**config.mk**
```make
export PLATFORM = sky130hd
export DESIGN_NAME = adc_converter_end_flat
export DESIGN_NICKNAME = d
export VERILOG_FILES = /design/src/design/adc_link_pkg.sv /design/src/design/adc_link_if.sv /design/src/design/adc_converter_end.sv /design/src/flat_wrapper.sv
export SDC_FILE = /design/constraint.sdc
export NUM_CORES = 1
export LEC_CHECK = 0
export ABC_AREA = 1
export BUFFER_PORTS_ARGS = -buffer_cell sky130_fd_sc_hd__buf_2
export CORE_MARGIN = 2
export CORE_UTILIZATION = 60
export DETAILED_ROUTE_END_ITERATION = 16
export PLACE_DENSITY_LB_ADDON = 0.15
export SYNTH_ARGS = -nofsm -noshare
export SYNTH_HDL_FRONTEND = slang
export SYNTH_HIERARCHICAL = 1
export SYNTH_SLANG_ARGS = --single-unit
```
**constraint.sdc**
```tcl
create_clock -name CLOCK_I -period 2.7 [get_ports CLOCK_I]
set_input_delay 0.135 -clock CLOCK_I [delete_from_list [all_inputs] [get_ports CLOCK_I]]
set_output_delay 0.135 -clock CLOCK_I [all_outputs]
set_load 0.02 [all_outputs]
```
**src/design/adc_link_pkg.sv**
```systemverilog
package adc_link_pkg;
  // ----------------------------------------------------------------
  // Word layout
  // ----------------------------------------------------------------
  localparam int          WORD_BITS     = 16;     // Bits per frame
  localparam int          CMD_BITS      = 4;      // Command field width
  localparam int          DATA_BITS     = 12;     // Data field width
  localparam int          PAD_BITS      = 4;      // Don't-care tail of a result
  localparam logic [3:0]  PAD_VALUE     = 4'h0;   // Value sent in the tail
  localparam logic [4:0]  EDGE_LIMIT    = 5'h10;  // Edges per frame
  localparam logic [4:0]  LAST_EDGE     = 5'h0f;  // Edge count at the last bit
  localparam logic [4:0]  CHAN_EDGES    = 5'h04;  // Edges before channel is chosen
  localparam logic [3:0]  CMD_CFG_WRITE = 4'ha;   // Configuration write command
  // ----------------------------------------------------------------
  // Configuration fields
  // ----------------------------------------------------------------
  localparam logic [11:0] CFG_RESET     = 12'h000; // Configuration after reset
  localparam int          CFG_MODE_LSB  = 0;       // Conversion mode, two bits
  localparam int          CFG_INT_SEL   = 2;       // 1: interrupt, 0: end of conversion
  localparam int          CFG_SCLK_CONV = 3;       // 1: serial clock drives conversion
  localparam logic [1:0]  MODE_SINGLE   = 2'h0;    // Conversion mode 00
  localparam logic [1:0]  MODE_SELECT   = 2'h1;    // Conversion mode 01
  // ----------------------------------------------------------------
  // Timing
  // ----------------------------------------------------------------
  localparam int          CLOCK_NS      = 100;     // System clock period
  localparam int          SCLK_HALF_NS  = 800;     // Host serial clock half period
  localparam int          SCLK_HALF     = SCLK_HALF_NS / CLOCK_NS; // Cycles per half
  localparam int          FIFO_DEPTH    = 16;      // Received word buffer depth
  // ----------------------------------------------------------------
  // Host sequencer states
  // ----------------------------------------------------------------
  typedef enum logic [2:0] {
    HS_IDLE, HS_PREP, HS_LEAD, HS_FSHI, HS_LOW, HS_HIGH, HS_TAIL
  } host_state_t;
endpackage : adc_link_pkg

```
**src/design/adc_link_if.sv**
```systemverilog
`timescale 1ns/1ns
interface adc_link_if;
  logic cs_n;          // Device select, host driven
  logic sclk;          // Serial clock, host driven
  logic serial_in;     // Data toward the converter
  logic frame_sync;    // Frame sync, host driven
  logic sample_start_n; // Sample start, host driven
  logic power_down_n;  // Power down, host driven
  logic serial_out;    // Converter data, valid while enabled
  logic serial_out_oe_n; // Converter output enable, low drives
  logic status_n;      // End of conversion or interrupt
  logic serial_line;   // Resolved serial out wire, pulled high when floating

  // Pull-up of the three-state line
  assign serial_line = serial_out_oe_n ? 1'b1 : serial_out;

  modport converter (
    input  cs_n, sclk, serial_in, frame_sync, sample_start_n, power_down_n,
    output serial_out, serial_out_oe_n, status_n
  );
  modport host (
    output cs_n, sclk, serial_in, frame_sync, sample_start_n, power_down_n,
    input  serial_line, status_n
  );
endinterface : adc_link_if

```
**src/design/adc_converter_end.sv**
```systemverilog
// Operation
// RQ1: Select fall clears counter, enables input, output
// RQ2: Input stops at sixteen edges or select rise
// RQ3: Host moves select only while clock low
// RQ4: Sample start low period sets sampling, select high
// RQ5: Sample start rise launches conversion
// RQ6: Mode 01 early start deferred until select rises
// RQ7: End-of-conversion low from sampling end to data; code does this in mode 00 only, holds it high in other modes
// RQ8: Interrupt falls on data, cleared by select/sync
// RQ9: Sync low at select fall waits for sync
// RQ10: Sync fall clears counter, enables input
// RQ11: Power down off; wake on select, sync, start
// RQ12: Clock shifts input; optional conversion clock source
// RQ13: Host holds serial clock low when idle
// RQ14: Input MSB first, top four bits command
// RQ15: Configuration write carries twelve data bits
// RQ16: Plain frames capture on rising clock edges
// RQ17: Sync frames capture on falling clock edges
// RQ18: High source impedance: use start or long
// RQ19: Plain frames change output on falling edge
// RQ20: Sync frames change output on rising edge
// RQ21: Result twelve bits, four pad, then float
// RQ22: Sync level at select fall picks frame type
`timescale 1ns/1ns
module adc_word_fifo
  import adc_link_pkg::*;
#(
  parameter int WIDTH = WORD_BITS,
  parameter int DEPTH = FIFO_DEPTH
) (
  input  wire logic             CLOCK_I,
  input  wire logic             RST_B_I,
  input  wire logic [WIDTH-1:0] WR_DATA_I,
  input  wire logic             WR_VALID_I,
  output logic                  WR_READY_O,
  output logic      [WIDTH-1:0] RD_DATA_O,
  output logic                  RD_VALID_O,
  input  wire logic             RD_READY_I
);
  localparam int AW = $clog2(DEPTH);
  logic [WIDTH-1:0] mem [DEPTH];  // Word storage
  logic [AW:0]      wr_ptr;       // Write pointer with wrap bit
  logic [AW:0]      rd_ptr;       // Read pointer with wrap bit
  wire              full  = (wr_ptr[AW] != rd_ptr[AW]) && (wr_ptr[AW-1:0] == rd_ptr[AW-1:0]);
  wire              empty = (wr_ptr == rd_ptr);
  wire              push  = WR_VALID_I && !full;
  wire              pop   = RD_READY_I && !empty;

  assign WR_READY_O = !full;
  assign RD_VALID_O = !empty;
  assign RD_DATA_O  = mem[rd_ptr[AW-1:0]];

  // ----------------------------------------------------------------
  // Storage and pointers
  // ----------------------------------------------------------------
  always_ff @(posedge CLOCK_I or negedge RST_B_I) begin
    if (!RST_B_I) begin
      wr_ptr <= '0;
      rd_ptr <= '0;
    end else begin
      if (push) begin
        mem[wr_ptr[AW-1:0]] <= WR_DATA_I;
        wr_ptr              <= wr_ptr + 1'b1;
      end
      if (pop) begin
        rd_ptr <= rd_ptr + 1'b1;
      end
    end
  end
endmodule : adc_word_fifo

module adc_converter_end
  import adc_link_pkg::*;
#(
  parameter int DEPTH = FIFO_DEPTH
) (
  input  wire logic                 CLOCK_I,
  input  wire logic                 RST_B_I,
  adc_link_if.converter             LINK,
  input  wire logic [DATA_BITS-1:0] RESULT_I,        // Conversion result from core
  input  wire logic                 RESULT_VALID_I,  // Result ready pulse
  output logic                      SAMPLING_O,      // Sampling switch closed
  output logic                      CONVERT_O,       // Conversion launch pulse
  output logic                      ANALOG_ON_O,     // Analog and reference powered
  output logic                      CONV_CLK_SCLK_O, // Serial clock is conversion clock
  output logic [DATA_BITS-1:0]      CFG_O,           // Configuration register
  output logic [WORD_BITS-1:0]      WORD_O,          // Received word
  output logic                      WORD_VALID_O,
  input  wire logic                 WORD_READY_I
);
  // ----------------------------------------------------------------
  // Pin synchronisers
  // ----------------------------------------------------------------
  logic [5:0] sync1;  // First stage, read only by sync2
  logic [5:0] sync2;  // Second stage
  logic [5:0] prev;   // Delayed copy for edge finding

  always_ff @(posedge CLOCK_I or negedge RST_B_I) begin
    if (!RST_B_I) begin
      // Idle pin levels: select high, clock low, sync high, start high, power on
      sync1 <= 6'h27;
      sync2 <= 6'h27;
      prev  <= 6'h27;
    end else begin
      sync1 <= {LINK.cs_n, LINK.sclk, LINK.serial_in, LINK.frame_sync,
                LINK.sample_start_n, LINK.power_down_n};
      sync2 <= sync1;
      prev  <= sync2;
    end
  end

  wire cs_s      = sync2[5];          // Select level, high idle
  wire sdi_s     = sync2[3];          // Serial input level
  wire fs_s      = sync2[2];          // Frame sync level
  wire cst_s     = sync2[1];          // Sample start level
  wire pwr_s     = sync2[0];          // Power level, low powers down
  wire cs_fall   = prev[5] && !sync2[5];
  wire cs_rise   = !prev[5] && sync2[5];
  wire sck_rise  = !prev[4] && sync2[4];
  wire sck_fall  = prev[4] && !sync2[4];
  wire fs_fall   = prev[2] && !sync2[2];
  wire cst_fall  = prev[1] && !sync2[1];
  wire cst_rise  = !prev[1] && sync2[1];

  // ----------------------------------------------------------------
  // Frame control
  // ----------------------------------------------------------------
  logic                 fs_mode;   // Frame uses sync
  logic                 frame_on;  // Frame running
  logic                 in_en;     // Serial input accepted
  logic                 out_en;    // Serial output driven
  logic [4:0]           edge_cnt;  // Capture edges this frame
  logic [WORD_BITS-1:0] shift_in;  // Incoming word
  logic [WORD_BITS-1:0] shift_out; // Outgoing word
  logic [DATA_BITS-1:0] result;    // Last conversion result
  logic                 fifo_ready;
  logic                 push;      // Word complete pulse
  logic [WORD_BITS-1:0] word;      // Completed word

  wire plain_start = cs_fall && fs_s;                        // RQ22
  wire sync_start  = fs_fall && !cs_s;                       // RQ9
  wire frame_start = plain_start || sync_start;
  wire cap_edge    = fs_mode ? sck_fall : sck_rise;          // RQ16 RQ17
  wire drv_edge    = fs_mode ? sck_rise : sck_fall;          // RQ19 RQ20
  wire counting    = frame_on && cap_edge && (edge_cnt != EDGE_LIMIT);
  wire last_bit    = counting && (edge_cnt == LAST_EDGE);
  wire [WORD_BITS-1:0] next_shift_in = {shift_in[WORD_BITS-2:0], sdi_s};
  wire [CMD_BITS-1:0]  next_cmd      = next_shift_in[WORD_BITS-1 -: CMD_BITS];

  // Frame start, edge counting and input shifting
  always_ff @(posedge CLOCK_I or negedge RST_B_I) begin
    if (!RST_B_I) begin
      fs_mode  <= 1'b0;
      frame_on <= 1'b0;
      in_en    <= 1'b0;
      edge_cnt <= '0;
      shift_in <= '0;
      push     <= 1'b0;
      word     <= '0;
    end else begin
      push <= 1'b0;
      if (cs_fall) begin
        fs_mode <= !fs_s;                                    // RQ22
      end
      if (cs_rise) begin
        frame_on <= 1'b0;                                    // RQ2
        in_en    <= 1'b0;                                    // RQ2
      end else if (frame_start) begin
        frame_on <= 1'b1;
        in_en    <= fifo_ready;                              // RQ1 RQ10
        edge_cnt <= '0;                                      // RQ1 RQ10
      end else if (counting) begin
        edge_cnt <= edge_cnt + 1'b1;
        if (in_en) begin
          shift_in <= next_shift_in;                         // RQ12 RQ14
        end
        if (last_bit) begin
          in_en <= 1'b0;                                     // RQ2
          push  <= in_en;
          word  <= next_shift_in;
        end
      end
    end
  end

  // Configuration capture on write command
  always_ff @(posedge CLOCK_I or negedge RST_B_I) begin
    if (!RST_B_I) begin
      CFG_O <= CFG_RESET;
    end else if (last_bit && in_en && next_cmd == CMD_CFG_WRITE) begin
      CFG_O <= next_shift_in[DATA_BITS-1:0];                 // RQ15
    end
  end

  // Output shifter: result, then pad, then float
  always_ff @(posedge CLOCK_I or negedge RST_B_I) begin
    if (!RST_B_I) begin
      out_en    <= 1'b0;
      shift_out <= '0;
    end else if (cs_rise) begin
      out_en <= 1'b0;
    end else if (frame_start) begin
      out_en    <= 1'b1;                                     // RQ1
      shift_out <= {result, PAD_VALUE};                      // RQ21
    end else if (frame_on && drv_edge && edge_cnt != 5'h00) begin
      if (edge_cnt == EDGE_LIMIT) begin
        out_en <= 1'b0;                                      // RQ21
      end
      shift_out <= {shift_out[WORD_BITS-2:0], 1'b0};         // RQ19 RQ20
    end
  end

  always_ff @(posedge CLOCK_I or negedge RST_B_I) begin
    if (!RST_B_I) begin
      LINK.serial_out      <= 1'b0;
      LINK.serial_out_oe_n <= 1'b1;
    end else begin
      LINK.serial_out      <= shift_out[WORD_BITS-1];
      LINK.serial_out_oe_n <= !out_en;
    end
  end

  // ----------------------------------------------------------------
  // Sampling, conversion and status
  // ----------------------------------------------------------------
  logic armed;  // Early start seen during select cycle
  wire  mode01    = CFG_O[CFG_MODE_LSB +: 2] == MODE_SELECT;
  wire  mode00    = CFG_O[CFG_MODE_LSB +: 2] == MODE_SINGLE;
  wire  samp_go   = (cs_s && cst_fall) || (mode01 && cs_rise && armed && !cst_s);
  wire  samp_end  = cs_s && cst_rise && SAMPLING_O;
  wire  int_sel   = CFG_O[CFG_INT_SEL];
  wire  int_clear = cs_fall || fs_fall;

  // Sampling window and conversion launch
  always_ff @(posedge CLOCK_I or negedge RST_B_I) begin
    if (!RST_B_I) begin
      armed      <= 1'b0;
      SAMPLING_O <= 1'b0;
      CONVERT_O  <= 1'b0;
    end else begin
      CONVERT_O <= samp_end;                                 // RQ5
      if (!cs_s && cst_fall && edge_cnt >= CHAN_EDGES) begin
        armed <= 1'b1;                                       // RQ6
      end else if (cs_rise || cs_s) begin
        armed <= 1'b0;
      end
      if (samp_go) begin
        SAMPLING_O <= 1'b1;                                  // RQ4 RQ6
      end else if (samp_end) begin
        SAMPLING_O <= 1'b0;                                  // RQ4
      end
    end
  end

  // Status pin; new data wins over a clear in the same cycle
  always_ff @(posedge CLOCK_I or negedge RST_B_I) begin
    if (!RST_B_I) begin
      LINK.status_n <= 1'b1;
      result        <= '0;
    end else begin
      if (RESULT_VALID_I) begin
        result <= RESULT_I;
      end
      if (int_sel) begin
        if (RESULT_VALID_I) begin
          LINK.status_n <= 1'b0;                             // RQ8
        end else if (int_clear) begin
          LINK.status_n <= 1'b1;                             // RQ8
        end
      end else if (mode00 && samp_end) begin
        LINK.status_n <= 1'b0;                               // RQ7
      end else if (RESULT_VALID_I || !mode00) begin
        LINK.status_n <= 1'b1;                               // RQ7
      end
    end
  end

  // Power control and conversion clock select
  always_ff @(posedge CLOCK_I or negedge RST_B_I) begin
    if (!RST_B_I) begin
      ANALOG_ON_O     <= 1'b1;
      CONV_CLK_SCLK_O <= 1'b0;
    end else begin
      CONV_CLK_SCLK_O <= CFG_O[CFG_SCLK_CONV];               // RQ12
      if (!pwr_s) begin
        ANALOG_ON_O <= 1'b0;                                 // RQ11
      end else if (cs_fall || fs_fall || cst_fall) begin
        ANALOG_ON_O <= 1'b1;                                 // RQ11
      end
    end
  end

  // ----------------------------------------------------------------
  // Received word buffer; a full buffer refuses the words of new frames
  // ----------------------------------------------------------------
  adc_word_fifo #(
    .WIDTH (WORD_BITS),
    .DEPTH (DEPTH)
  ) u_fifo (
    .CLOCK_I    (CLOCK_I),
    .RST_B_I    (RST_B_I),
    .WR_DATA_I  (word),
    .WR_VALID_I (push),
    .WR_READY_O (fifo_ready),
    .RD_DATA_O  (WORD_O),
    .RD_VALID_O (WORD_VALID_O),
    .RD_READY_I (WORD_READY_I)
  );
endmodule : adc_converter_end

```
**src/flat_wrapper.sv**
```systemverilog
// flat-port wrapper written by rule: the top's interface ports become plain ports
module adc_converter_end_flat import adc_link_pkg::*;
#(
  parameter int DEPTH = FIFO_DEPTH
)
  (CLOCK_I, RST_B_I, RESULT_I, RESULT_VALID_I, SAMPLING_O, CONVERT_O, ANALOG_ON_O, CONV_CLK_SCLK_O, CFG_O, WORD_O, WORD_VALID_O, WORD_READY_I, LINK_cs_n, LINK_sclk, LINK_serial_in, LINK_frame_sync, LINK_sample_start_n, LINK_power_down_n, LINK_serial_out, LINK_serial_out_oe_n, LINK_status_n);
  adc_link_if LINK_i ();
  input  wire logic CLOCK_I;
  input  wire logic RST_B_I;
  input  wire logic [DATA_BITS-1:0] RESULT_I;
  input  wire logic RESULT_VALID_I;
  output logic SAMPLING_O;
  output logic CONVERT_O;
  output logic ANALOG_ON_O;
  output logic CONV_CLK_SCLK_O;
  output logic [DATA_BITS-1:0] CFG_O;
  output logic [WORD_BITS-1:0] WORD_O;
  output logic WORD_VALID_O;
  input  wire logic WORD_READY_I;
  input wire logic [$bits(LINK_i.cs_n)-1:0] LINK_cs_n;
  input wire logic [$bits(LINK_i.sclk)-1:0] LINK_sclk;
  input wire logic [$bits(LINK_i.serial_in)-1:0] LINK_serial_in;
  input wire logic [$bits(LINK_i.frame_sync)-1:0] LINK_frame_sync;
  input wire logic [$bits(LINK_i.sample_start_n)-1:0] LINK_sample_start_n;
  input wire logic [$bits(LINK_i.power_down_n)-1:0] LINK_power_down_n;
  output wire logic [$bits(LINK_i.serial_out)-1:0] LINK_serial_out;
  output wire logic [$bits(LINK_i.serial_out_oe_n)-1:0] LINK_serial_out_oe_n;
  output wire logic [$bits(LINK_i.status_n)-1:0] LINK_status_n;
  assign LINK_i.cs_n = LINK_cs_n;
  assign LINK_i.sclk = LINK_sclk;
  assign LINK_i.serial_in = LINK_serial_in;
  assign LINK_i.frame_sync = LINK_frame_sync;
  assign LINK_i.sample_start_n = LINK_sample_start_n;
  assign LINK_i.power_down_n = LINK_power_down_n;
  assign LINK_serial_out = LINK_i.serial_out;
  assign LINK_serial_out_oe_n = LINK_i.serial_out_oe_n;
  assign LINK_status_n = LINK_i.status_n;
  adc_converter_end #(.DEPTH(DEPTH)) u_core (.CLOCK_I(CLOCK_I), .RST_B_I(RST_B_I), .LINK(LINK_i), .RESULT_I(RESULT_I), .RESULT_VALID_I(RESULT_VALID_I), .SAMPLING_O(SAMPLING_O), .CONVERT_O(CONVERT_O), .ANALOG_ON_O(ANALOG_ON_O), .CONV_CLK_SCLK_O(CONV_CLK_SCLK_O), .CFG_O(CFG_O), .WORD_O(WORD_O), .WORD_VALID_O(WORD_VALID_O), .WORD_READY_I(WORD_READY_I));
endmodule
```
# After elaboration in Yosys (flattened, before gate mapping)
# Memories as Yosys holds them, arrays and structs flattened.
# Index checks and enable logic that the tools add are counted.
dict set report totals {
  reg_bits 117
  output_inout_bits 36
  in_bits 22
  mem_bits_rw 256
  word_cells 139
  n_memories 1
}
# memory depth word_bits rd rd_ports_with_merged_regs wr line_no
set memory_table {}
lappend memory_table {u_core.u_fifo.mem 16 16 1 0 1 adc_converter_end.sv:41} ;# logic [WIDTH-1:0] mem [DEPTH];
dict set report classes {
  eq_ne 10
  add_sub_neg 3
  bitwise 2
  reduce_logical 65
  muxes 33
  magnitude_cmp 1
}
# cell count
set op_table {}
lappend op_table {{$mux 16} 2}
lappend op_table {{$logic_and 1x1->1} 29}
lappend op_table {{$mux 1} 29}
lappend op_table {{$add 5x1->5 const B} 3}
lappend op_table {{$reduce_bool 3->1} 5}
lappend op_table {{$logic_not 1->1} 11}
lappend op_table {{$mux 5} 2}
lappend op_table {{$reduce_and 2->1} 5}
lappend op_table {{$reduce_bool 2->1} 5}
lappend op_table {{$reduce_and 4->1} 2}
lappend op_table {{$logic_or 1x1->1} 6}
lappend op_table {{$eq 5x4->1 const B} 1}
lappend op_table {{$eq 5x5->1} 1}
lappend op_table {{$eq 5x5->1 const B} 1}
lappend op_table {{$ge 5x3->1 const B} 1}
lappend op_table {{$ne 5x5->1 const B} 1}
lappend op_table {{$reduce_bool 5->1} 1}
lappend op_table {{$eq 4x4->1} 1}
lappend op_table {{$eq 4x4->1 const B} 1}
lappend op_table {{$ne 3x3->1 const B} 1}
lappend op_table {{$eq 2x1->1 const B} 1}
lappend op_table {{$logic_not 2->1} 1}
lappend op_table {{$ne 2x2->1 const B} 1}
lappend op_table {{$not 1->1} 2}
lappend op_table {{$ne 1x1->1} 1}

# Depth between registers and ports, before layout
dict set report depth {
  ltp_word 10
  depth_mapped 12
  depth_no_buf 9
}

# Modules after synthesis
# The synthesis kept the hierarchy.
# mod instances area_each_um2 seq_area_each_um2 cells_each
set by_module_without_submodules {}
lappend by_module_without_submodules {adc_word_fifo 1 11115.7 7937.6 992}
lappend by_module_without_submodules {adc_converter_end 1 4285.4 2544.9 469}

# Worst setup path after synthesis
# No wires, ideal clock.
dict set report synth_timing {
  path_kind {register to register}
  start {register u_core.u_fifo.rd_ptr[0]}
  end {memory u_core/u_fifo/mem[13][0] in the netlist's numbering (enable)}
  arrival_ns 1.770
  setup_ns 0.388
  period_less_slack_ns 2.159
  t_required_ns 2.312
  n_path_buf 2
  setup_slack_ns 0.541
  path_stages_with_launch 10
  cell_sequence {dfrtp_1 > buf_6 > inv_4 > buf_6 > nand2_2 > nand2_2 > nor2_4 > nand3_4 > nand3_4 > nor2_1}
}
dict set report synth_via {
  elab_chain_cells 7
}
# element line_no
set synth_rtl {}
lappend synth_rtl {{start: declaration} adc_converter_end.sv:43} ;# logic [AW:0] rd_ptr;
lappend synth_rtl {{start signal: assignment} adc_converter_end.sv:66} ;# rd_ptr <= rd_ptr + 1'b1;
lappend synth_rtl {{$eq 4x4->1} adc_converter_end.sv:44} ;# wire full = (wr_ptr[AW] != rd_ptr[AW]) && (wr_ptr[AW-1:0] == rd_ptr[AW-1:0]);
lappend synth_rtl {{$logic_and 1x1->1} adc_converter_end.sv:44}
lappend synth_rtl {{$logic_not 1->1} --}
lappend synth_rtl {{net u_core.fifo_ready} adc_converter_end.sv:136} ;# logic fifo_ready;
lappend synth_rtl {{$logic_and 1x1->1} adc_converter_end.sv:46} ;# wire push = WR_VALID_I && !full;
lappend synth_rtl {{$mux 1} adc_converter_end.sv:61} ;# if (push) begin
lappend synth_rtl {{$logic_and 1x1->1 (not written as such)} adc_converter_end.sv:62} ;# mem[wr_ptr[AW-1:0]] <= WR_DATA_I;
lappend synth_rtl {{$mux 1 (not written as such)} adc_converter_end.sv:62}
lappend synth_rtl {{end: declaration} adc_converter_end.sv:41}
# The timed path passes the listed nets, and every way through them passes these cells.

# Final worst setup path
dict set report layout_timing {
  start {register u_core.u_fifo.rd_ptr[0]}
  end {output WORD_O[6]}
}
dict set report layout_via {
  elab_chain_cells 1
}
# element line_no
set layout_rtl {}
lappend layout_rtl {{$mem_v2 16x16} --}
lappend layout_rtl {{end: declaration} flat_wrapper.sv:17} ;# output logic [WORD_BITS-1:0] WORD_O;
# No other way between the ends.

==> flow_summary.yaml <==
outcome:
  status: "complete, no violations"
synthesis:
  syn_nets: 1491
  synth.distinct_cells: 35
  ys.flop_type: "edfxtp_1"
  synthMuxAreaShare: 0
  synth_edf_count: 256
  syn-mean-instance-area_sq_um: 10.5
  synth-seq-area-share: 0.681
  yosys.area_share.adder: 0.00650
  synth_seq_cells: 367
  yosysWarnings: 6
  syn_inst: 1461
  synth-compound-area-share: 0.0396
  synth_top_family_by_area: "simple AND/OR/NAND/NOR gates"
  synth-simple-area-share: 0.230
  syn_area_sq_mm: 0.0154
  ys_async_sr_fraction: 0.302
  synth_xor_area_frac: 0.00398
sta:
  rsz0062_at_grt: "false"
  tightest_slew_ns: 0.781
  maxSlewHeadroom: 0.479
  hold_viol_final: 0
  drv_slew: 0
  min_period_over_period: 0.949
  fin_worst_skew_ns: 0.0105
  min_period_ns: 2.56
  setup-tns-final_ns: 0
  final-setup-viol-count: 0
  max_freq_mhz: 390
placed_design:
  dp.final_hpwl_mm: 20.2
  dp_cells: 1812
  portBuffers: 57
  gp_congestion: 0.846
clock_network:
  ctsLongestPathBuffers: 3
  numCtsBuffers: 37
  cts_tree: "built"
  root_buffer: "clkbuf_16"
  clk_pin_slew_worst_paths_ns: 0.06
  htreeDepth: 2
  cts_sinks: 367
  ctsResizeCount: 0
  clk_latency_ns: 0.51
critical_path:
  worstSetupStartpointType: "register"
  cpMostUsedCell: "nand2_1"
  rrSetupSlack_ns: 0.55
  cp-end-kind: "primary output"
  worstPathBufferInverterCount: 4
  crit_fanout: 101
  cp_top_family: "buffers and inverters"
  crit_chain: "inv_4 > buf_12 > buf_4 > nand2_1 > nand2_1 > nand2_1 > nand3_1 > nand3_1 > nand2_1 > buf_2"
  crit_path_start: "u_core/u_fifo/rd_ptr[0]"
  reg2reg_from: "u_core/sync2[2]"
  arrival_ns: 2.43
  cp_data_required_time_ns: 2.57
  max_stage_delay_ns: 0.53
  critPathKind: "register to primary output"
  crit_path_top_delay_cell: "dfrtp_4"
detailed_routing:
  ant_nets: 0
  routedWlPerCell_um: 17.9
  num_vias: 10600
  top_layer: "met4"
  met3_length_mm: 2.01
  wl_met1_mm: 14.5
  via_per_inst: 5.53
  dr.pass1.iters: 5
  drc: 0
  met2WireLength_mm: 16.9
  finalWirelength_mm: 34.2
  drtIter0Drc: 1019
power:
  power_density_mw_per_mm2: 681
  p_leak_nw: 7.42
  ir_drop_uv: 609
global_route:
  grt_usage: 0.261
  grt_max_degree: 102
  antenna_found_initial: 0
  grt_first_pass_wirelength_mm: 53.8
  grt_pass1_vias: 10300
  gr-total-overflow: 0
die:
  fp.dieArea_sq_mm: 0.0270
  fp-row-count: 58
  pin_count: 58
  die_w_um: 164
  start_util: 0.612
  die_h_um: 164
  core-area_sq_mm: 0.0252
layout:
  num_antenna_cells: 0
  synthToLayoutAreaGrowth_pct: 14.1
  instances_no_fill: 1909
  drive_gt1_frac: 0.132
  layout.nets: 1583
min_path:
  min_path_type: "input port to register"
  hp-start: "RESULT_VALID_I"
run:
  cap_violations: 0
[per-stage QoR]
stage	setup WS [ns]	hold WS (ns)	total power, mW	area [sq um]	utilization
CTS	0.139	0.144	12.1	17600	0.698
finish	0.139	0.160	12.0	17600	0.698
detailed placement	0.571	0.241	6.80	16000	0.635
floorplan	0.541	-0.161	6.67	15400	-
global route	0.00470	0.227	12.4	17600	0.698
global placement	0.659	0.241	6.79	16000	0.635
[state kept, by name, indices dropped and copies added (netlist names), 4 cells and up]
register,count
u_core/edge_cnt,5
u_core/word,16
u_core/u_fifo/wr_ptr,5
u_core/sync2,6
u_core/CFG_O,12
u_core/prev,4
u_core/sync1,6
u_core/shift_in,15
u_core/result,12
u_core/u_fifo/mem,256
u_core/u_fifo/rd_ptr,5
u_core/shift_out,12
[final cells by class]
class	instances	area [sq um]
Clock buffer	52	1120
Sequential cell	367	10500
Inverter	50	190
Multi-Input combinational cell	970	4310
Tap cell	330	413
Timing Repair Buffer	127	918
Fill cell	1785	7600
Clock inverter	13	143
[tightest hold or removal path: stages]
cell	delay [ns]
buf_2	0.18
o21ai_0	0.20
nand2_1	0.06
nand2_1	0.06
inv_1	0.04
[path summary, 6_finish.rpt]
kind	depth (start not counted)	end
worst max-delay path	10	WORD_O[6]
worst min-delay path	5	u_core/LINK.status_n
worst max register to register	7	u_core/shift_out[9]
worst min register to register	0	u_core/sync2[3]
max in group asynchronous	3	u_core/u_fifo/rd_ptr[0]
min in group asynchronous	3	u_core/shift_out[14]
[logic make-up after synthesis]
| family | after synthesis |
|---|---|
| AOI/OAI and AO/OA | 120 |
| xor gates and xnor gates | 7 |
| adders and majority gates | 8 |
| buffers and inverters | 124 |
| DFF | 367 |
| and+or+nand+nor | 835 |
[timing repair]
item | 4_1_cts | 5_1_grt
hold buffers | 32 | 0
endpoints found under the setup margin | 0 | 0
buffers inserted | 0 | 0
endpoints found under the hold margin | 120 | 0
[layout by cell type, fill, tap and decap left out, types with 6 or more instances in the layout]
master and instances:
nor2_2 12, buf_4 37, clkbuf_1 7, nand2_1 464, nand2_2 6, nand4_1 31
nor2_1 191, edfxtp_1 256, buf_2 56, inv_2 7, dfstp_2 14, o21ai_0 111
inv_1 41, dlygate4sd3_1 32, clkbuf_16 42, nand3_1 114, ha_1 8, dfrtp_1 95
clkinv_2 6
[power breakdown]
| group | total (mW) | leakage (nW) | internal (mW) | switching, mW |
|---|---|---|---|---|
| registers | 6.26 | 3.84 | 6.13 | 0.124 |
| clock network | 5.23 | 0.625 | 3.18 | 2.05 |
| logic | 0.480 | 2.96 | 0.179 | 0.301 |
| total | 12.0 | 7.42 | 9.49 | 2.48 |
[layer usage]
layer / GRT usage / vias to the layer above
met5: 0 / -
met4: 0.0797 / 0
met3: 0.0391 / 62
met2: 0.446 / 338
met1: 0.348 / 5080
li1: - / 5081
[synth_stat cells, types with 3 or more instances]
cell,count,share of area
nand2_1,464,0.11
edfxtp_1,256,0.50
nor2_1,191,0.047
nand3_1,114,0.037
o21ai_0,111,0.036
dfrtp_1,97,0.16
inv_1,41,0.010
nand4_1,31,0.013
buf_2,28,0.0091
clkbuf_1,24,0.0058
dfstp_2,14,0.024
nor2_2,12,0.0049
buf_6,10,0.0073
ha_1,8,0.0065
inv_2,7,0.0017
buf_4,6,0.0029
nand2_2,6,0.0024
buf_1,5,0.0012
nand3_4,5,0.0057
o21ai_1,5,0.0016
xor2_1,5,0.0028
nand3_2,4,0.0026
nor2_4,3,0.0022
Power figures use the tool's default switching activity.
